## config.mk

```make
export PLATFORM = sky130hd
export DESIGN_NAME = fws_host
export DESIGN_NICKNAME = d
export VERILOG_FILES = /design/src/logic/fws_pkg.sv /design/src/logic/fws_bus_cycle.sv /design/src/logic/fws_host.sv
export SDC_FILE = /design/constraint.sdc
export NUM_CORES = 1
export LEC_CHECK = 0
export BUFFER_PORTS_ARGS = -buffer_cell sky130_fd_sc_hd__buf_2
export CORE_AREA = 8 8 126 128
export DETAILED_ROUTE_END_ITERATION = 12
export DIE_AREA = 0 0 134 136
export MAX_ROUTING_LAYER = met4
export PLACE_DENSITY = 0.81
export REMOVE_ABC_BUFFERS = 1
export SLEW_MARGIN = 10
export SYNTH_ARGS = -nofsm -noshare
export SYNTH_HDL_FRONTEND = slang
export SYNTH_SLANG_ARGS = --single-unit
```

## constraint.sdc

```tcl
create_clock -name CLK_SYS_I -period 5.8 [get_ports CLK_SYS_I]
set_input_delay 1.16 -clock CLK_SYS_I [delete_from_list [all_inputs] [get_ports CLK_SYS_I]]
set_output_delay 1.16 -clock CLK_SYS_I [all_outputs]
set_load 0.02 [all_outputs]
```

## src/logic/fws_pkg.sv

```systemverilog
package fws_pkg;
  // Bus widths
  localparam int ADDR_W = 21;
  localparam int DATA_W = 16;
  // Clock and timing
  localparam int CLK_PERIOD_NS = 50;
  localparam int PULSE_MIN_NS = 60;
  localparam int PULSE_CYC = (PULSE_MIN_NS + CLK_PERIOD_NS - 1) / CLK_PERIOD_NS;
  localparam int SUSPEND_LATENCY_US = 10;
  localparam int SUSPEND_LATENCY_CYC = SUSPEND_LATENCY_US * 1000 / CLK_PERIOD_NS;
  localparam int RESET_PULSE_MIN_NS = 500;
  localparam int RESET_PULSE_CYC =
    (RESET_PULSE_MIN_NS + CLK_PERIOD_NS - 1) / CLK_PERIOD_NS;
  localparam int RESET_RECOVERY_MIN_NS = 50;
  localparam int RESET_RECOVERY_CYC =
    (RESET_RECOVERY_MIN_NS + CLK_PERIOD_NS - 1) / CLK_PERIOD_NS;
  localparam int CNT_W = 16;
  // Guard prefix addresses and data
  localparam logic [ADDR_W-1:0] GUARD_ADDR_A = 21'h000555;
  localparam logic [ADDR_W-1:0] GUARD_ADDR_B = 21'h0002AA;
  localparam logic [DATA_W-1:0] GUARD_DATA_A = 16'h00AA;
  localparam logic [DATA_W-1:0] GUARD_DATA_B = 16'h0055;
  // Command codes
  localparam logic [DATA_W-1:0] CMD_PROGRAM = 16'h00A0;
  localparam logic [DATA_W-1:0] CMD_ERASE_SETUP = 16'h0080;
  localparam logic [DATA_W-1:0] CMD_SECTOR_ERASE = 16'h0050;
  localparam logic [DATA_W-1:0] CMD_BLOCK_ERASE = 16'h0030;
  localparam logic [DATA_W-1:0] CMD_CHIP_ERASE = 16'h0010;
  localparam logic [DATA_W-1:0] CMD_SUSPEND = 16'h00B0;
  localparam logic [DATA_W-1:0] CMD_RESUME = 16'h0030;
  localparam logic [DATA_W-1:0] CMD_ID_ENTRY = 16'h0090;
  // Status bit positions
  localparam int POLL_BIT = 7;
  localparam int TOGGLE_BIT = 6;
  localparam int SUSP_TOGGLE_BIT = 2;
  // Bank select field
  localparam int BANK_HI = 20;
  localparam int BANK_LO = 18;
  // User operation codes
  typedef enum logic [2:0] {
    OP_READ, OP_PROGRAM, OP_SECTOR_ERASE, OP_BLOCK_ERASE,
    OP_CHIP_ERASE, OP_SUSPEND, OP_RESUME, OP_ID_ENTRY
  } fws_op_t;
  // Completion results
  typedef enum logic [1:0] {RES_OK, RES_FAIL, RES_ABORT} fws_res_t;
endpackage : fws_pkg

```

## src/logic/fws_bus_cycle.sv

```systemverilog
`timescale 1ns/100ps
`default_nettype none
// One bus cycle on the flash pins: a write strobe or an output-gated read
module fws_bus_cycle (
  // Clock and reset
  input wire logic clk_i,
  input wire logic rst_b_i,
  // Request
  input wire logic start_i,
  input wire logic write_i,
  input wire logic [fws_pkg::ADDR_W-1:0] addr_i,
  input wire logic [fws_pkg::DATA_W-1:0] wdata_i,
  output logic done_o,
  output logic [fws_pkg::DATA_W-1:0] rdata_o,
  // Flash pins
  output logic ce_n_o,
  output logic oe_n_o,
  output logic we_n_o,
  output logic [fws_pkg::ADDR_W-1:0] addr_o,
  output logic [fws_pkg::DATA_W-1:0] dq_o,
  output logic dq_oe_n_o,
  input wire logic [fws_pkg::DATA_W-1:0] dq_i
);
  typedef enum logic [1:0] {BC_IDLE, BC_STROBE, BC_RECOVER} fws_bc_t;
  fws_bc_t state_ff;
  logic [fws_pkg::CNT_W-1:0] cnt_ff;
  logic wr_ff;

  // Strobe held low for two clocks so it is never a short glitch
  always_ff @(posedge clk_i or negedge rst_b_i) begin
    if (!rst_b_i) begin
      state_ff <= BC_IDLE;
      cnt_ff <= '0;
      wr_ff <= 1'b0;
      ce_n_o <= 1'b1;
      oe_n_o <= 1'b1;
      we_n_o <= 1'b1;
      addr_o <= '0;
      dq_o <= '0;
      dq_oe_n_o <= 1'b1;
      rdata_o <= '0;
      done_o <= 1'b0;
    end else begin
      done_o <= 1'b0;
      case (state_ff)
        BC_IDLE: begin
          if (start_i) begin
            addr_o <= addr_i;
            dq_o <= wdata_i;
            wr_ff <= write_i;
            dq_oe_n_o <= !write_i;
            ce_n_o <= 1'b0;
            we_n_o <= !write_i;
            oe_n_o <= write_i;
            cnt_ff <= fws_pkg::CNT_W'(fws_pkg::PULSE_CYC - 1);
            state_ff <= BC_STROBE;
          end
        end
        BC_STROBE: begin
          if (cnt_ff == '0) begin
            if (!wr_ff) begin
              rdata_o <= dq_i;
            end
            we_n_o <= 1'b1;
            oe_n_o <= 1'b1;
            ce_n_o <= 1'b1;
            state_ff <= BC_RECOVER;
          end else begin
            cnt_ff <= cnt_ff - 1'b1;
          end
        end
        BC_RECOVER: begin
          dq_oe_n_o <= 1'b1;
          done_o <= 1'b1;
          state_ff <= BC_IDLE;
        end
        default: state_ff <= BC_IDLE;
      endcase
    end
  end
endmodule // fws_bus_cycle
`default_nettype wire

```

## src/logic/fws_host.sv

```systemverilog
`timescale 1ns/100ps
`default_nettype none
module fws_host (
  // Clock and reset
  input wire logic CLK_SYS_I,
  input wire logic RST_B_I,
  // User command port
  input wire logic REQ_VALID_I,
  output logic REQ_READY_O,
  input wire logic [2:0] REQ_OP_I,
  input wire logic [fws_pkg::ADDR_W-1:0] REQ_ADDR_I,
  input wire logic [fws_pkg::DATA_W-1:0] REQ_DATA_I,
  input wire logic WIDE_I,
  input wire logic UNPROTECT_I,
  input wire logic FLASH_RESET_I,
  // User answer
  output logic RSP_VALID_O,
  output logic [1:0] RSP_RES_O,
  output logic [fws_pkg::DATA_W-1:0] RSP_DATA_O,
  output logic ERASE_SUSPENDED_O,
  output logic ERASE_LOST_O,
  // Flash pins
  output logic FL_CE_N_O,
  output logic FL_OE_N_O,
  output logic FL_WE_N_O,
  output logic FL_BYTE_N_O,
  output logic FL_WP_N_O,
  output logic FL_RST_N_O,
  output logic [fws_pkg::ADDR_W-1:0] FL_ADDR_O,
  output logic [fws_pkg::DATA_W-1:0] FL_DQ_O,
  output logic FL_DQ_OE_N_O,
  input wire logic [fws_pkg::DATA_W-1:0] FL_DQ_I,
  input wire logic FL_READY_BUSY_N_I
);
  typedef enum logic [3:0] {
    S_IDLE, S_WRITE, S_WAIT_WR, S_POLL, S_WAIT_RD, S_CHECK, S_WAIT, S_RESET, S_RECOVER
  } fws_st_t;
  fws_st_t state_ff;
  fws_pkg::fws_op_t op_ff;
  logic [fws_pkg::ADDR_W-1:0] addr_ff;
  logic [fws_pkg::DATA_W-1:0] data_ff;
  logic [2:0] step_ff;
  logic [2:0] last_step_ff;
  logic [fws_pkg::DATA_W-1:0] prev_ff;
  logic have_prev_ff;
  logic [1:0] confirm_ff;
  logic [fws_pkg::CNT_W-1:0] wait_ff;
  logic susp_ff;
  logic lost_ff;
  logic erasing_ff;
  logic bc_start;
  logic bc_write;
  logic bc_done;
  logic [fws_pkg::ADDR_W-1:0] bc_addr;
  logic [fws_pkg::DATA_W-1:0] bc_wdata;
  logic [fws_pkg::DATA_W-1:0] bc_rdata;
  logic [fws_pkg::ADDR_W-1:0] bank_addr;
  logic [fws_pkg::DATA_W-1:0] rd_word;
  logic toggled;
  logic op_done;
  logic susp_ok;

  // Program prefix plus one; erase prefix plus three
  function automatic logic [2:0] last_step(input fws_pkg::fws_op_t op);
    case (op)
      fws_pkg::OP_PROGRAM: last_step = 3'd3;
      fws_pkg::OP_SECTOR_ERASE, fws_pkg::OP_BLOCK_ERASE,
      fws_pkg::OP_CHIP_ERASE: last_step = 3'd5;
      fws_pkg::OP_ID_ENTRY: last_step = 3'd2;
      default: last_step = 3'd0;                      // Suspend, resume: single cycle
    endcase
  endfunction

  // Guard cycle address, bank bits taken from the target
  always_comb begin
    bank_addr = fws_pkg::GUARD_ADDR_A;
    bank_addr[fws_pkg::BANK_HI:fws_pkg::BANK_LO] =
      addr_ff[fws_pkg::BANK_HI:fws_pkg::BANK_LO];
    bc_addr = addr_ff;
    bc_wdata = data_ff;
    if (state_ff == S_WRITE && step_ff != last_step_ff) begin
      case (step_ff)
        3'd0, 3'd3: begin
          bc_addr = bank_addr;
          bc_wdata = fws_pkg::GUARD_DATA_A;
        end
        3'd1, 3'd4: begin
          bc_addr = bank_addr;
          bc_addr[fws_pkg::BANK_LO-1:0] = fws_pkg::GUARD_ADDR_B[fws_pkg::BANK_LO-1:0];
          bc_wdata = fws_pkg::GUARD_DATA_B;
        end
        default: begin
          bc_addr = bank_addr;
          case (op_ff)
            fws_pkg::OP_PROGRAM: bc_wdata = fws_pkg::CMD_PROGRAM;
            fws_pkg::OP_ID_ENTRY: bc_wdata = fws_pkg::CMD_ID_ENTRY;
            default: bc_wdata = fws_pkg::CMD_ERASE_SETUP;
          endcase
        end
      endcase
    end else if (state_ff == S_WRITE) begin
      case (op_ff)
        fws_pkg::OP_SECTOR_ERASE: bc_wdata = fws_pkg::CMD_SECTOR_ERASE;
        fws_pkg::OP_BLOCK_ERASE: bc_wdata = fws_pkg::CMD_BLOCK_ERASE;
        fws_pkg::OP_CHIP_ERASE: begin
          bc_addr = bank_addr;
          bc_wdata = fws_pkg::CMD_CHIP_ERASE;
        end
        fws_pkg::OP_SUSPEND: bc_wdata = fws_pkg::CMD_SUSPEND;
        fws_pkg::OP_RESUME: bc_wdata = fws_pkg::CMD_RESUME;
        default: bc_wdata = data_ff;
      endcase
    end
  end

  assign bc_start = (state_ff == S_WRITE) || (state_ff == S_POLL);
  assign bc_write = (state_ff == S_WRITE);
  // Byte mode only the low lane counts
  assign rd_word = WIDE_I ? bc_rdata : {8'h00, bc_rdata[7:0]};
  assign toggled = (rd_word[fws_pkg::TOGGLE_BIT] != prev_ff[fws_pkg::TOGGLE_BIT]);
  // Poll bit rule differs by operation
  assign op_done = (op_ff == fws_pkg::OP_PROGRAM) ?
    (rd_word[fws_pkg::POLL_BIT] == data_ff[fws_pkg::POLL_BIT]) :
    rd_word[fws_pkg::POLL_BIT];
  // A running sector or block erase can only be paused from the polling loop
  assign susp_ok = (state_ff == S_CHECK) && erasing_ff && !susp_ff && !op_done
    && (op_ff inside {fws_pkg::OP_SECTOR_ERASE, fws_pkg::OP_BLOCK_ERASE, fws_pkg::OP_RESUME})
    && (fws_pkg::fws_op_t'(REQ_OP_I) == fws_pkg::OP_SUSPEND);
  assign REQ_READY_O = (state_ff == S_IDLE && FL_READY_BUSY_N_I) || susp_ok;

  fws_bus_cycle u_cycle (
    .clk_i(CLK_SYS_I),
    .rst_b_i(RST_B_I),
    .start_i(bc_start),
    .write_i(bc_write),
    .addr_i(bc_addr),
    .wdata_i(bc_wdata),
    .done_o(bc_done),
    .rdata_o(bc_rdata),
    .ce_n_o(FL_CE_N_O),
    .oe_n_o(FL_OE_N_O),
    .we_n_o(FL_WE_N_O),
    .addr_o(FL_ADDR_O),
    .dq_o(FL_DQ_O),
    .dq_oe_n_o(FL_DQ_OE_N_O),
    .dq_i(FL_DQ_I)
  );

  // Pin levels for width and protection
  always_ff @(posedge CLK_SYS_I or negedge RST_B_I) begin
    if (!RST_B_I) begin
      FL_BYTE_N_O <= 1'b1;
      FL_WP_N_O <= 1'b0;
    end else if (state_ff == S_IDLE) begin
      FL_BYTE_N_O <= WIDE_I;
      FL_WP_N_O <= UNPROTECT_I;
    end
  end

  // Main sequencer
  always_ff @(posedge CLK_SYS_I or negedge RST_B_I) begin
    if (!RST_B_I) begin
      state_ff <= S_IDLE;
      op_ff <= fws_pkg::OP_READ;
      addr_ff <= '0;
      data_ff <= '0;
      step_ff <= '0;
      last_step_ff <= '0;
      prev_ff <= '0;
      have_prev_ff <= 1'b0;
      confirm_ff <= '0;
      wait_ff <= '0;
      susp_ff <= 1'b0;
      lost_ff <= 1'b0;
      erasing_ff <= 1'b0;
      FL_RST_N_O <= 1'b1;
      RSP_VALID_O <= 1'b0;
      RSP_RES_O <= fws_pkg::RES_OK;
      RSP_DATA_O <= '0;
    end else begin
      RSP_VALID_O <= 1'b0;
      case (state_ff)
        S_IDLE: begin
          if (FLASH_RESET_I) begin
            FL_RST_N_O <= 1'b0;
            wait_ff <= fws_pkg::CNT_W'(fws_pkg::RESET_PULSE_CYC);
            lost_ff <= lost_ff | erasing_ff | susp_ff;
            erasing_ff <= 1'b0;
            susp_ff <= 1'b0;
            state_ff <= S_RESET;
          end else if (REQ_VALID_I && FL_READY_BUSY_N_I) begin
            op_ff <= fws_pkg::fws_op_t'(REQ_OP_I);
            addr_ff <= REQ_ADDR_I;
            data_ff <= REQ_DATA_I;
            step_ff <= '0;
            last_step_ff <= last_step(fws_pkg::fws_op_t'(REQ_OP_I));
            have_prev_ff <= 1'b0;
            confirm_ff <= '0;
            if (fws_pkg::fws_op_t'(REQ_OP_I) == fws_pkg::OP_READ) begin
              state_ff <= S_POLL;
            end else if (susp_ff && (fws_pkg::fws_op_t'(REQ_OP_I) == fws_pkg::OP_SECTOR_ERASE
                || fws_pkg::fws_op_t'(REQ_OP_I) == fws_pkg::OP_BLOCK_ERASE
                || fws_pkg::fws_op_t'(REQ_OP_I) == fws_pkg::OP_CHIP_ERASE
                || fws_pkg::fws_op_t'(REQ_OP_I) == fws_pkg::OP_SUSPEND)) begin
              RSP_VALID_O <= 1'b1;
              RSP_RES_O <= fws_pkg::RES_ABORT;
            end else begin
              state_ff <= S_WRITE;
            end
          end
        end
        S_WRITE: state_ff <= S_WAIT_WR;
        S_WAIT_WR: begin
          if (bc_done) begin
            if (step_ff != last_step_ff) begin
              step_ff <= step_ff + 3'd1;
              state_ff <= S_WRITE;
            end else begin
              case (op_ff)
                fws_pkg::OP_PROGRAM, fws_pkg::OP_SECTOR_ERASE, fws_pkg::OP_BLOCK_ERASE,
                fws_pkg::OP_CHIP_ERASE, fws_pkg::OP_RESUME: begin
                  erasing_ff <= (op_ff != fws_pkg::OP_PROGRAM) || erasing_ff;
                  if (op_ff == fws_pkg::OP_RESUME) begin
                    susp_ff <= 1'b0;
                  end
                  state_ff <= S_POLL;
                end
                fws_pkg::OP_SUSPEND: begin
                  susp_ff <= erasing_ff;
                  wait_ff <= fws_pkg::CNT_W'(fws_pkg::SUSPEND_LATENCY_CYC);
                  state_ff <= S_WAIT;
                end
                default: begin
                  RSP_VALID_O <= 1'b1;
                  RSP_RES_O <= fws_pkg::RES_OK;
                  state_ff <= S_IDLE;
                end
              endcase
            end
          end
        end
        S_POLL: state_ff <= S_WAIT_RD;               // Address in operating bank
        S_WAIT_RD: if (bc_done) state_ff <= S_CHECK;
        S_CHECK: begin
          RSP_DATA_O <= rd_word;
          prev_ff <= rd_word;
          have_prev_ff <= 1'b1;
          if (susp_ok && REQ_VALID_I) begin
            // The paused erase gets no answer of its own; resume answers for it
            op_ff <= fws_pkg::OP_SUSPEND;
            addr_ff <= REQ_ADDR_I;
            step_ff <= '0;
            last_step_ff <= '0;
            state_ff <= S_WRITE;
          end else if (op_ff == fws_pkg::OP_READ) begin
            RSP_VALID_O <= 1'b1;
            RSP_RES_O <= fws_pkg::RES_OK;
            state_ff <= S_IDLE;
          end else if (!have_prev_ff || toggled || !op_done) begin
            confirm_ff <= '0;                        // Still busy, poll again
            state_ff <= S_POLL;
          end else if (confirm_ff == 2'd2) begin
            // A program finished during a suspend leaves the paused erase pending
            erasing_ff <= erasing_ff && (op_ff == fws_pkg::OP_PROGRAM);
            RSP_VALID_O <= 1'b1;
            RSP_RES_O <= fws_pkg::RES_OK;
            state_ff <= S_IDLE;
          end else begin
            confirm_ff <= confirm_ff + 2'd1;
            state_ff <= S_POLL;
          end
        end
        S_WAIT: begin
          if (wait_ff == '0) begin
            RSP_VALID_O <= 1'b1;
            RSP_RES_O <= fws_pkg::RES_OK;
            state_ff <= S_IDLE;
          end else begin
            wait_ff <= wait_ff - 1'b1;
          end
        end
        S_RESET: begin
          if (wait_ff == '0) begin
            FL_RST_N_O <= 1'b1;
            wait_ff <= fws_pkg::CNT_W'(fws_pkg::RESET_RECOVERY_CYC);
            state_ff <= S_RECOVER;
          end else begin
            wait_ff <= wait_ff - 1'b1;
          end
        end
        S_RECOVER: begin
          if (wait_ff == '0) begin
            RSP_VALID_O <= 1'b1;
            RSP_RES_O <= fws_pkg::RES_ABORT;
            state_ff <= S_IDLE;
          end else begin
            wait_ff <= wait_ff - 1'b1;
          end
        end
        default: state_ff <= S_IDLE;
      endcase
    end
  end

  // Status to the user
  assign ERASE_SUSPENDED_O = susp_ff;
  assign ERASE_LOST_O = lost_ff;
endmodule // fws_host
`default_nettype wire

```

Yosys cells after proc, flatten, opt, wreduce, memory -nomap -nowiden
Index checks and enable logic that the tools add are counted.
{"block": "word_totals", "register_bits": 171, "wordCells": 283}
{"block": "classes", "bitwise": 4, "reduce_logical": 64, "addsub": 4, "n_eq_ne": 63, "n_mux": 119}
{"cell": "2-to-1 mux 16 bit", "n": 11}
{"cell": "one-hot mux 16 bit (4 select lines)", "n": 2}
{"cell": "2-to-1 mux 21 bit", "n": 3}
{"cell": "2-to-1 mux 18 bit", "n": 3}
{"cell": "2-to-1 mux 2 bit", "n": 25}
{"cell": "one-hot mux 21 bit (2 select lines)", "n": 1}
{"cell": "!= test 2 bit (second input constant)", "n": 17}
{"cell": "2-to-1 mux 3 bit", "n": 11}
{"cell": "zero test 16 bit", "n": 2}
{"cell": "2-to-1 mux 1 bit", "n": 32}
{"cell": "2-to-1 mux 4 bit", "n": 8}
{"cell": "one-hot mux 16 bit (2 select lines)", "n": 1}
{"cell": "one-hot mux 4 bit (8 select lines)", "n": 1}
{"cell": "subtractor 16 x 1 -> 16 bit (second input constant)", "n": 2}
{"cell": "AND reduction 6 bit", "n": 5}
{"cell": "equality test 3 bit (second input constant)", "n": 8}
{"cell": "one-hot mux 3 bit (2 select lines)", "n": 3}
{"cell": "one-hot mux 3 bit (3 select lines)", "n": 2}
{"cell": "AND reduction 3 bit", "n": 6}
{"cell": "equality test 4 x 3 -> 1 bit (second input constant)", "n": 4}
{"cell": "!= test 2 x 1 -> 1 bit (second input constant)", "n": 8}
{"cell": "one-hot mux 1 bit (2 select lines)", "n": 8}
{"cell": "one-hot mux 8 bit (2 select lines)", "n": 1}
{"cell": "equality test 3 x 2 -> 1 bit (second input constant)", "n": 5}
{"cell": "other kinds (41)", "n": 85}

Depth between registers and ports, before layout
Gate-level depths: netlist of the first run.
{"block": "logic_depth", "ltp_word": 10, "ltp_mapped": 8}

Cells and area by module
A second synthesis of the first run with hierarchy kept.
{"block": "unflattened", "hier_cells": 859, "area_unflattened_um2": 8541.9}
{"mod": "fws_host", "instances": 1, "area_per_inst_um2": 5367.6, "cells_per_inst": 548, "seq_area_each_um2": 2329.7}
{"mod": "fws_bus_cycle", "instances": 1, "area_per_inst_um2": 3174.3, "cells_per_inst": 311, "seq_area_each_um2": 1931.9}

Worst setup path before layout of the first run
OpenSTA, ideal clock, no wires.
{"block": "synth_timing", "path_type": "input-to-output", "start": "input port REQ_OP_I[2]", "end": "output port REQ_READY_O", "path_slack_ps": 2796, "cell_stages": 4, "t_arrival_ps": 1844, "path_cell_list": "clkbuf_1 > nor2b_1 > nand3_1 > nand2_1"}
{"block": "synth_via", "elab_chain_len": 3}
{"element": "start: declaration", "line_no": "fws_host.sv:10", "rtl": "input wire logic [2:0] REQ_OP_I,"}
{"element": "equality test 3 bit", "line_no": "fws_host.sv:128", "rtl": "&& (fws_pkg::fws_op_t'(REQ_OP_I) == fws_pkg::OP_SUSPEND);"}
{"element": "logical AND 1 bit", "line_no": "fws_host.sv:128"}
{"element": "logical OR 1 bit", "line_no": "fws_host.sv:129", "rtl": "assign REQ_READY_O = (state_ff == S_IDLE && FL_READY_BUSY_N_I) || susp_ok;"}
{"element": "end: declaration", "line_no": "fws_host.sv:9", "rtl": "output logic REQ_READY_O,"}
No other way between the ends.

Final worst setup path of the first run
{"block": "layout_timing", "start": "register state_ff[1]", "end": "output port REQ_READY_O"}
{"block": "layout_via", "elab_chain_len": 7}
{"element": "start: declaration", "line_no": "fws_host.sv:38", "rtl": "fws_st_t state_ff;"}
{"element": "start signal: assignment", "line_no": "fws_host.sv:163", "rtl": "state_ff <= S_IDLE;"}
{"element": "start signal: assignment", "line_no": "fws_host.sv:190", "rtl": "state_ff <= S_RESET;"}
{"element": "start signal: assignment", "line_no": "fws_host.sv:200", "rtl": "state_ff <= S_POLL;"}
{"element": "equality test 4 x 3 -> 1 bit", "line_no": "fws_host.sv:126", "rtl": "assign susp_ok = (state_ff == S_CHECK) && erasing_ff && !susp_ff && !op_done"}
{"element": "logical AND 1 bit (3 in a row)", "line_no": "fws_host.sv:126"}
{"element": "logical AND 1 bit", "line_no": "fws_host.sv:127", "rtl": "&& (op_ff inside {fws_pkg::OP_SECTOR_ERASE, fws_pkg::OP_BLOCK_ERASE, fws_pkg::OP_RESUME})"}
{"element": "logical AND 1 bit", "line_no": "fws_host.sv:128"}
{"element": "logical OR 1 bit (*)", "line_no": "fws_host.sv:129"}
Every way passes the cells marked *; elsewhere a longest branch is shown, timed or not.

==> impl_metrics.tcl, run 1 <==
set metrics [dict create \
    status "completed" \
    power_switching_mw 2.20 \
    grt_pass1_vias 6431 \
    initial_utilization 0.580 \
    firstDrtPassIters 6 \
    hpwl_mm 13.4 \
    overflow 0 \
    avgSynthCellArea_um2 9.88 \
    place.gp.congestion 0.852 \
    fin_crit_sh 0.601 \
    rows 44 \
    powerDensity_nw_per_um2 569 \
    antenna_found_initial 1 \
    routed_wl_mm 19.4 \
    cp-end-kind "output port" \
    synthArstFlopShare 1.00 \
    wire_per_inst_um 17.2 \
    worst_slew_margin_rel 0.267 \
    fill_cells 1107 \
    cts_root_buf "clkbuf_16" \
    post_cts_resized 0 \
    syn-cell-area_um2 8140 \
    core_um2 14000 \
    arrival_ns 2.32 \
    critical_path.max_fanout 21 \
    yosysWarnings 0 \
    whs_ns 0.463 \
    fin_ws_ns 2.32 \
    p_int_mw 3.20 \
    synth.distinct_cells 73 \
    clock-sinks 170 \
    cts_inserted_buffers 17 \
    synth-seq-cells 170 \
    htree_num_levels 4 \
    p_seq_frac 0.395 \
    synthFlopType "dfrtp_1" \
    areaGrowthSynthToFinish_pct 16.5 \
    cp-start-kind "register" \
    drc 0 \
    finClkSkew_ns 0.00817 \
    finalMaxSlewViolations 0 \
    postCtsSetupRepairBufs 0 \
    cap_violations 0 \
    num_io_pins 129 \
    period_minus_slack_ns 3.48 \
    viasPerCell 5.77 \
    finalPower_mw 5.40 \
    die_height_um 136 \
    crit_start "state_ff[1]$_DFFE_PN0P_" \
    die_area_um2 18200 \
    ant_nets 0 \
    fin_nets 1004 \
    min_path_type "register to register" \
    ir_drop_mv 0.323 \
    grt_max_degree 86 \
    synth_edf_count 0 \
    syn-instance-count 824 \
    worst-endpoint-required_ns 4.64 \
    fin_util 0.675 \
    fmax_mhz 287 \
    rsz0062_at_grt "no" \
    insertion_delay_ns 0.43 \
    swShare 0.407 \
    postCtsHoldBufs 0 \
    synth_top_area_cell "dfrtp_1" \
    grt_pass1_wl_mm 32.0 \
    portBuffers 127 \
    cts_tree "built" \
    vias 6528 \
    leakage_nw 4.54 \
    yosys-top-cells-area "dfrtp_1, nand2_1, mux2_2, o21ai_0, a21oi_1" \
    die_x_um 134 \
    seq_area_frac_synth 0.523 \
    finalSetupTns_ns 0 \
    cts.clk_slew.worst_paths_ns 0.07 \
    clockBufferDepth 2 \
    setup_violations 0 \
    hold_viol 0 \
    synth_top_area_frac 0.504 \
    critPathKind "register to output port" \
    pwr-share-clk 0.210 \
    first_iter_violations 527 \
    place_ws_ns 2.55 \
    grt_use_total 0.226 \
    drive_above_1_share 0.249 \
    combinationalPowerShare 0.395 \
    worst_pin_slew_ns 1.10 \
    min-delay-start "u_cycle.rdata_o[3]$_DFFE_PN0P_" \
    reg2reg_from "state_ff[1]$_DFFE_PN0P_" \
]
## cell usage after synthesis, drive strengths merged (15+ instances only)
master,instances
nor2,34
mux2,49
dfrtp,164
nand2,180
buf,15
nor4,15
a21oi,32
nor3,17
clkbuf,28
o31ai,15
nand3,22
o21ai,60
inv,23
## sequential cells by signal, summed over array words and instances, names as in the netlist, 2 cells and up
| signal | flops |
|---|---|
| addr_ff | 21 |
| confirm_ff | 2 |
| data_ff | 16 |
| last_step_ff | 3 |
| op_ff | 3 |
| prev_ff | 16 |
| state_ff | 4 |
| step_ff | 3 |
| u_cycle.addr_o | 21 |
| u_cycle.cnt_ff | 16 |
| u_cycle.dq_o | 16 |
| u_cycle.rdata_o | 16 |
| u_cycle.state_ff | 2 |
| wait_ff | 16 |
## worst max-delay path, cell delays in order (launching register included)
cell	delay [ns]
dfrtp_1	0.61
nor4_1	0.90
nand2_1	0.11
nand2_1	0.10
buf_2	0.16
## through the flow
step / cell area [um^2] / std cells
2_1_floorplan: 7940 / 781
3_3_place_gp: 8900 / 1099
3_5_place_dp: 8900 / 1099
4_1_cts: 9480 / 1130
5_1_grt: 9480 / 1131
6_report: 9480 / 1131
## metal layers
| metal | share of wire | track usage | wire length (um) | vias up |
|---|---|---|---|---|
| li1 | - | - | - | 3137 |
| met1 | 0.43 | 0.276 | 8300 | 3195 |
| met2 | 0.52 | 0.374 | 10100 | 171 |
| met3 | 0.043 | 0.0451 | 831 | 25 |
| met4 | 0.013 | 0.0661 | 246 | 0 |
| met5 | 0 | - | 0 | - |
## path summary, 6_finish.rpt
path / end / slack [ns] / cells past startpoint
min in group asynchronous: wait_ff[11]$_DFFE_PN0P_ / 0.79 / 1
hold / removal: prev_ff[3]$_DFFE_PN0P_ / 0.46 / 2
setup reg to reg: addr_ff[14]$_DFFE_PN0P_ / 2.54 / 4
hold reg to reg: prev_ff[3]$_DFFE_PN0P_ / 0.46 / 2
setup / recovery: REQ_READY_O / 2.32 / 4
max in group asynchronous: u_cycle.dq_oe_n_o$_DFFE_PN1P_ / 3.94 / 2
## power by group through the flow
stage                     combinational, mW  clock (mW)  sequential [mW]
after floorplan                        1.31           0             2.26
after global placement                 2.06           0             2.12
after detailed placement               2.13           0             2.13
after CTS                              2.15        1.14             2.13
after global routing                   2.38        1.19             2.20
final                                  2.13        1.13             2.13
## area by class of cell
| cell class | count | area (um^2) | share of cell area |
|---|---|---|---|
| Multi-Input combinational cell | 588 | 3620 | 0.382 |
| Antenna cell | 1 | 2.50 | 0.000264 |
| Timing Repair Buffer | 134 | 694 | 0.0732 |
| Clock buffer | 20 | 447 | 0.0471 |
| Tap cell | 184 | 230 | 0.0243 |
| Clock inverter | 11 | 138 | 0.0145 |
| Inverter | 23 | 86.3 | 0.00910 |
| Sequential cell | 170 | 4260 | 0.449 |
## cells in the final DEF, fill, tap and decap left out, types with 3 or more instances in the layout
cell | synthesis | layout
nand2b_1 | 6 | 6
inv_1 | 23 | 23
a21o_1 | 7 | 7
buf_2 | 9 | 126
a21oi_1 | 32 | 32
clkbuf_16 | 0 | 17
or4_1 | 12 | 11
a31oi_1 | 3 | 3
nor4_1 | 14 | 13
and3b_1 | 3 | 3
o211ai_1 | 7 | 7
ha_1 | 7 | 7
o31ai_1 | 15 | 15
or3_1 | 10 | 10
inv_6 | 0 | 3
dfstp_2 | 6 | 6
nor2_1 | 33 | 33
mux2_2 | 49 | 49
o22ai_1 | 6 | 6
nor3_2 | 1 | 3
nor4b_1 | 4 | 4
and3_1 | 3 | 3
mux2i_1 | 14 | 14
nor2b_1 | 7 | 7
nand2_1 | 178 | 178
dfrtp_1 | 164 | 164
o21ai_0 | 58 | 58
nor3b_1 | 4 | 4
and4_1 | 4 | 4
a211oi_1 | 9 | 9
nor3_1 | 16 | 14
xnor2_1 | 6 | 6
nand3_1 | 22 | 22
xor2_1 | 7 | 7
nand4_1 | 4 | 4
nand4b_1 | 3 | 3
buf_4 | 4 | 7
o21bai_1 | 4 | 4
## cells by family (layout without fill, tap and decap cells)
kind of cell | Yosys count | after routing | synth area share
AND/OR/NAND/NOR | 339 | 339 | 0.202
flip-flops | 170 | 170 | 0.523
AO/OA/AOI/OAI | 164 | 164 | 0.127
buffers and inverters | 66 | 188 | 0.0355
multiplexers | 63 | 63 | 0.0850
XOR/XNOR | 14 | 14 | 0.0160
adder cells (fa/ha/maj) | 7 | 7 | 0.0108
other | 1 | 2 | 0.000461
(Power assumes the default switching activity.)
==> run 2, diff against run 1 <==
Settings changed: CORE_AREA 8 8 126 128 to 8 8 129 131, DIE_AREA 0 0 134 136 to 0 0 137 139, PLACE_DENSITY 0.81 to 0.77.
Clock period 5.8 ns to 3.43 ns, I/O delays scaled along.
==> impl_metrics.tcl, run 2 (synthesized netlist as in run 1, its figures left out) <==
set metrics [dict create \
    ant_nets 0 \
    whs_ns 0.165 \
    firstDrtPassIters 5 \
    multiInputGateArea_um2 3620 \
    drive_above_1_share 0.257 \
    overflow 0 \
    htree_num_levels 4 \
    min_path_type "input port to async pin" \
    cp-start-kind "register" \
    cts_tree "built" \
    routed_wl_mm 19.7 \
    worst_slew_margin_rel 0.508 \
    status "completed" \
    critPathMaxStageDelay_ns 0.52 \
    p_int_mw 5.54 \
    fin_nets 1012 \
    rsz0062_at_grt "no" \
    grt_use_total 0.219 \
    clockBufferDepth 2 \
    critPathKind "register to output port" \
    slowest_stage "dfrtp_1" \
    largestRegisters "addr_ff (21), u_cycle.addr_o (21)" \
    reg2reg_from "op_ff[2]$_DFFE_PN0P_" \
    period_minus_slack_ns 2.85 \
    fmax_mhz 351 \
    p_seq_frac 0.389 \
    power_switching_mw 3.74 \
    critPathTopFamily "simple AND/OR/NAND/NOR gates" \
    first_iter_violations 569 \
    hpwl_mm 13.7 \
    worst_pin_slew_ns 0.738 \
    die_height_um 139 \
    finalPower_mw 9.27 \
    cp_cell_sequence "nor4b_1 > xnor2_1 > nand3_1 > nand2_1 > buf_2" \
    pwr-share-clk 0.220 \
    final_cell_mix "nand2_1, dfrtp_1, buf_2, o21ai_0, mux2_2" \
    cp-end-kind "output port" \
    postCtsSetupRepairBufs 0 \
    rows 45 \
    ff_latch_area_um2 4260 \
    num_io_pins 129 \
    grt_max_degree 91 \
    hold_viol 0 \
    cts_root_buf "clkbuf_16" \
    critical_path.max_fanout 14 \
    post_cts_resized 0 \
    worst-path-buf-inv 1 \
    wire_per_inst_um 17.2 \
    place.gp.congestion 0.869 \
    finClkSkew_ns 0.00879 \
    arrival_ns 2.17 \
    portBuffers 127 \
    setup_violations 0 \
    fill_cells 1206 \
    die_x_um 137 \
    viasPerCell 5.78 \
    powerDensity_nw_per_um2 966 \
    grt_pass1_vias 6543 \
    areaGrowthSynthToFinish_pct 17.9 \
    postCtsHoldBufs 0 \
    antenna_found_initial 0 \
    combinationalPowerShare 0.391 \
    insertion_delay_ns 0.43 \
    drc 0 \
    core_um2 14800 \
    swShare 0.403 \
    antenna_cells 0 \
    layout_commonest_cell "nand2_1" \
    fin_crit_sh 0.831 \
    worst-endpoint-required_ns 2.74 \
    cts_inserted_buffers 17 \
    reg2reg_slack_ns 0.81 \
    initial_utilization 0.552 \
    vias 6610 \
    finalMaxSlewViolations 0 \
    crit_start "op_ff[2]$_DFFE_PN0P_" \
    clock-sinks 170 \
    die_area_um2 19000 \
    leakage_nw 4.60 \
    cap_violations 0 \
    ir_drop_mv 0.487 \
    cts.clk_slew.worst_paths_ns 0.06 \
    grt_pass1_wl_mm 32.7 \
]
[run 2: cell count changes in the layout (fill, tap and decap cells not counted), sizes merged]
cell	previous run	this run
bufinv	2	3
clkinvlp	2	1
buf	134	142
inv	28	30
clkinv	2	1
diode	1	0
[run 2: metrics by stage]
step	cell area [um^2]	instances	setup slack [ns]	util	setup TNS [ns]
floorplan	7940	781	-0.577	-	-16.84
global placement	8970	1111	0.901	0.608	0
detailed placement	8970	1111	0.855	0.608	0
CTS	9600	1143	0.588	0.651	0
global route	9600	1143	0.475	0.651	0
finish	9600	1143	0.578	0.651	0
[run 2: worst paths after layout]
check	end	cells after the start
max in group asynchronous	FL_BYTE_N_O$_DFFE_PN1P_	2
worst min register to register	prev_ff[4]$_DFFE_PN0P_	2
worst min-delay path	wait_ff[13]$_DFFE_PN0P_	1
worst max register to register	addr_ff[6]$_DFFE_PN0P_	5
min in group CLK_SYS_I	data_ff[8]$_DFFE_PN0P_	3
worst max-delay path	REQ_READY_O	5
[run 2: worst reg2reg max path, stage by stage (launching register included)]
cell and delay [ns]:
dfrtp_1 0.52, nor4b_1 0.45, xnor2_1 0.31, nand4_1 0.23, nand2_2 0.55, mux2_2 0.44
[run 2: final cells by class]
type | count | share of cell area
Clock buffer | 20 | 0.0465
Sequential cell | 170 | 0.444
Timing Repair Buffer | 142 | 0.0799
Inverter | 23 | 0.00899
Tap cell | 188 | 0.0245
Clock inverter | 12 | 0.0185
Multi-Input combinational cell | 588 | 0.378
[run 2: routing by layer]
layer,vias to the layer above,wire [um],track usage
li1,3154,-,-
met1,3241,8580,0.275
met2,176,9890,0.346
met3,39,843,0.0460
met4,0,336,0.0698
met5,-,0,-
[run 2: power groups by stage]
stage	logic (mW)	registers, mW	clock network (mW)
floorplan	2.21	3.81	0
global placement	3.51	3.59	0
detailed placement	3.62	3.61	0
CTS	3.65	3.60	2.07
global route	4.04	3.73	2.14
finish	3.63	3.61	2.04
==> run 3, diff against run 2 <==
Clock period 3.43 ns to 2.7 ns, I/O delays scaled along.
==> impl_metrics.tcl, run 3 (synthesized netlist as in run 1, its figures left out) <==
set metrics [dict create \
    status "completed" \
    initial_utilization 0.552 \
    die_x_um 137 \
    hold_viol 0 \
    period_minus_slack_ns 2.55 \
    die_height_um 139 \
    worst_slew_margin_rel 0.590 \
    cts.clk_slew.worst_paths_ns 0.07 \
    leakage_nw 4.68 \
    crit_start "state_ff[1]$_DFFE_PN0P_" \
    p_seq_frac 0.382 \
    finalSetupTns_ns 0 \
    finalMaxSlewViolations 0 \
    finClkSkew_ns 0.0105 \
    ant_nets 0 \
    portBuffers 127 \
    fin_util 0.659 \
    fin_crit_sh 0.945 \
    grt_pass1_wl_mm 33.3 \
    wire_per_inst_um 16.8 \
    critical_path.max_fanout 18 \
    powerDensity_nw_per_um2 1210 \
    arrival_ns 2.01 \
    cp-endpoint "REQ_READY_O" \
    layout_commonest_cell "nand2_1" \
    grt_pass1_vias 6791 \
    first_iter_violations 415 \
    p_int_mw 6.97 \
    setup_violations 0 \
    largestRegisters "addr_ff (21), u_cycle.addr_o (21)" \
    fmax_mhz 392 \
    core_um2 14800 \
    cts_tree "built" \
    htree_num_levels 4 \
    antenna_found_initial 0 \
    grt_max_degree 60 \
    rsz0062_at_grt "no" \
    grt_use_total 0.222 \
    num_io_pins 129 \
    ir_drop_mv 0.616 \
    overflow 0 \
    die_area_um2 19000 \
    cp-start-kind "register" \
    worst_pin_slew_ns 0.610 \
    place.gp.congestion 0.937 \
    timing.rr.end "wait_ff[5]$_DFFE_PN0P_" \
    antenna_cells 0 \
    cp-end-kind "output port" \
    clock-sinks 170 \
    fin_nets 1032 \
    firstDrtPassIters 5 \
    power_switching_mw 4.77 \
    routed_wl_mm 19.5 \
    post_cts_resized 0 \
    drc 0 \
    hpwl_mm 14.0 \
    areaGrowthSynthToFinish_pct 19.4 \
    combinationalPowerShare 0.416 \
    rows 45 \
    pwr-share-clk 0.203 \
    cap_violations 0 \
    swShare 0.406 \
    viasPerCell 5.72 \
    vias 6649 \
    postCtsSetupRepairBufs 0 \
    critPathKind "register to output port" \
    final_cell_mix "nand2_1, dfrtp_1, buf_2, o21ai_0, mux2_2" \
    reg2reg_from "step_ff[2]$_DFFE_PN0P_" \
    worst-endpoint-required_ns 2.16 \
    cts_root_buf "clkbuf_16" \
    cts_inserted_buffers 17 \
    clockBufferDepth 2 \
    drive_above_1_share 0.274 \
    postCtsHoldBufs 0 \
    reg2reg_slack_ns 0.37 \
    insertion_delay_ns 0.43 \
    r2r_cells 5 \
    min_path_type "input port to async pin" \
]
run 3: final cells by class:
type | count | area [um^2]
Clock inverter | 13 | 135
Timing Repair Buffer | 162 | 942
Clock buffer | 18 | 439
Tap cell | 188 | 235
Multi-Input combinational cell | 588 | 3620
Fill cell | 1212 | 5030
Sequential cell | 170 | 4260
Inverter | 23 | 86.3
run 3: how the worst min path moves through the flow:
stage / slack, ns / startpoint / depth (start not counted) / to
5_1_grt: 0.07 / RST_B_I / 1 / wait_ff[9]$_DFFE_PN0P_
3_3_place_gp: 0.44 / u_cycle.rdata_o[4]$_DFFE_PN0P_ / 2 / prev_ff[4]$_DFFE_PN0P_
4_1_cts: 0.05 / RST_B_I / 1 / RSP_RES_O[1]$_DFFE_PN0P_
3_5_place_dp: 0.45 / prev_ff[10]$_DFFE_PN0P_ / 2 / prev_ff[10]$_DFFE_PN0P_
2_1_floorplan: 0.24 / RST_B_I / 0 / ERASE_LOST_O$_DFFE_PN0P_
6_report: 0.04 / RST_B_I / 1 / wait_ff[11]$_DFFE_PN0P_
run 3: worst max-delay path: stages (launching register included):
cell	delay (ns)
dfrtp_1	0.42
buf_4	0.22
nor4bb_4	0.34
and3_1	0.25
nand3_1	0.09
nand2_1	0.10
buf_2	0.17
run 3: power by group through the flow:
stage	Sequential [mW]	Combinational [mW]	Clock [mW]
2_1_floorplan	4.85	2.80	0
3_3_place_gp	4.46	4.76	0
3_5_place_dp	4.50	4.90	0
4_1_cts	4.47	4.91	2.42
5_1_grt	4.63	5.44	2.53
6_report	4.48	4.88	2.38
run 3: metrics by stage:
| step | setup slack, ns | std cells | total power [mW] | hold WS [ns] | instance area, um^2 |
|---|---|---|---|---|---|
| 2_1_floorplan | -1.31 | 781 | 7.65 | 0.244 | 7940 |
| 3_3_place_gp | 0.414 | 1131 | 9.22 | 0.440 | 9150 |
| 3_5_place_dp | 0.346 | 1131 | 9.39 | 0.453 | 9150 |
| 4_1_cts | 0.0330 | 1162 | 11.8 | 0.0537 | 9720 |
| 5_1_grt | 0.0342 | 1162 | 12.6 | 0.0693 | 9720 |
| 6_report | 0.149 | 1162 | 11.7 | 0.0446 | 9720 |
run 3: routing by layer:
metal  global-route usage  part of all wire  vias to the layer above
met4               0.0807             0.017                        0
met5                    -                 0                        -
met1                0.287              0.45                     3243
li1                     -                 -                     3197
met2                0.342              0.49                      178
met3               0.0409             0.045                       31
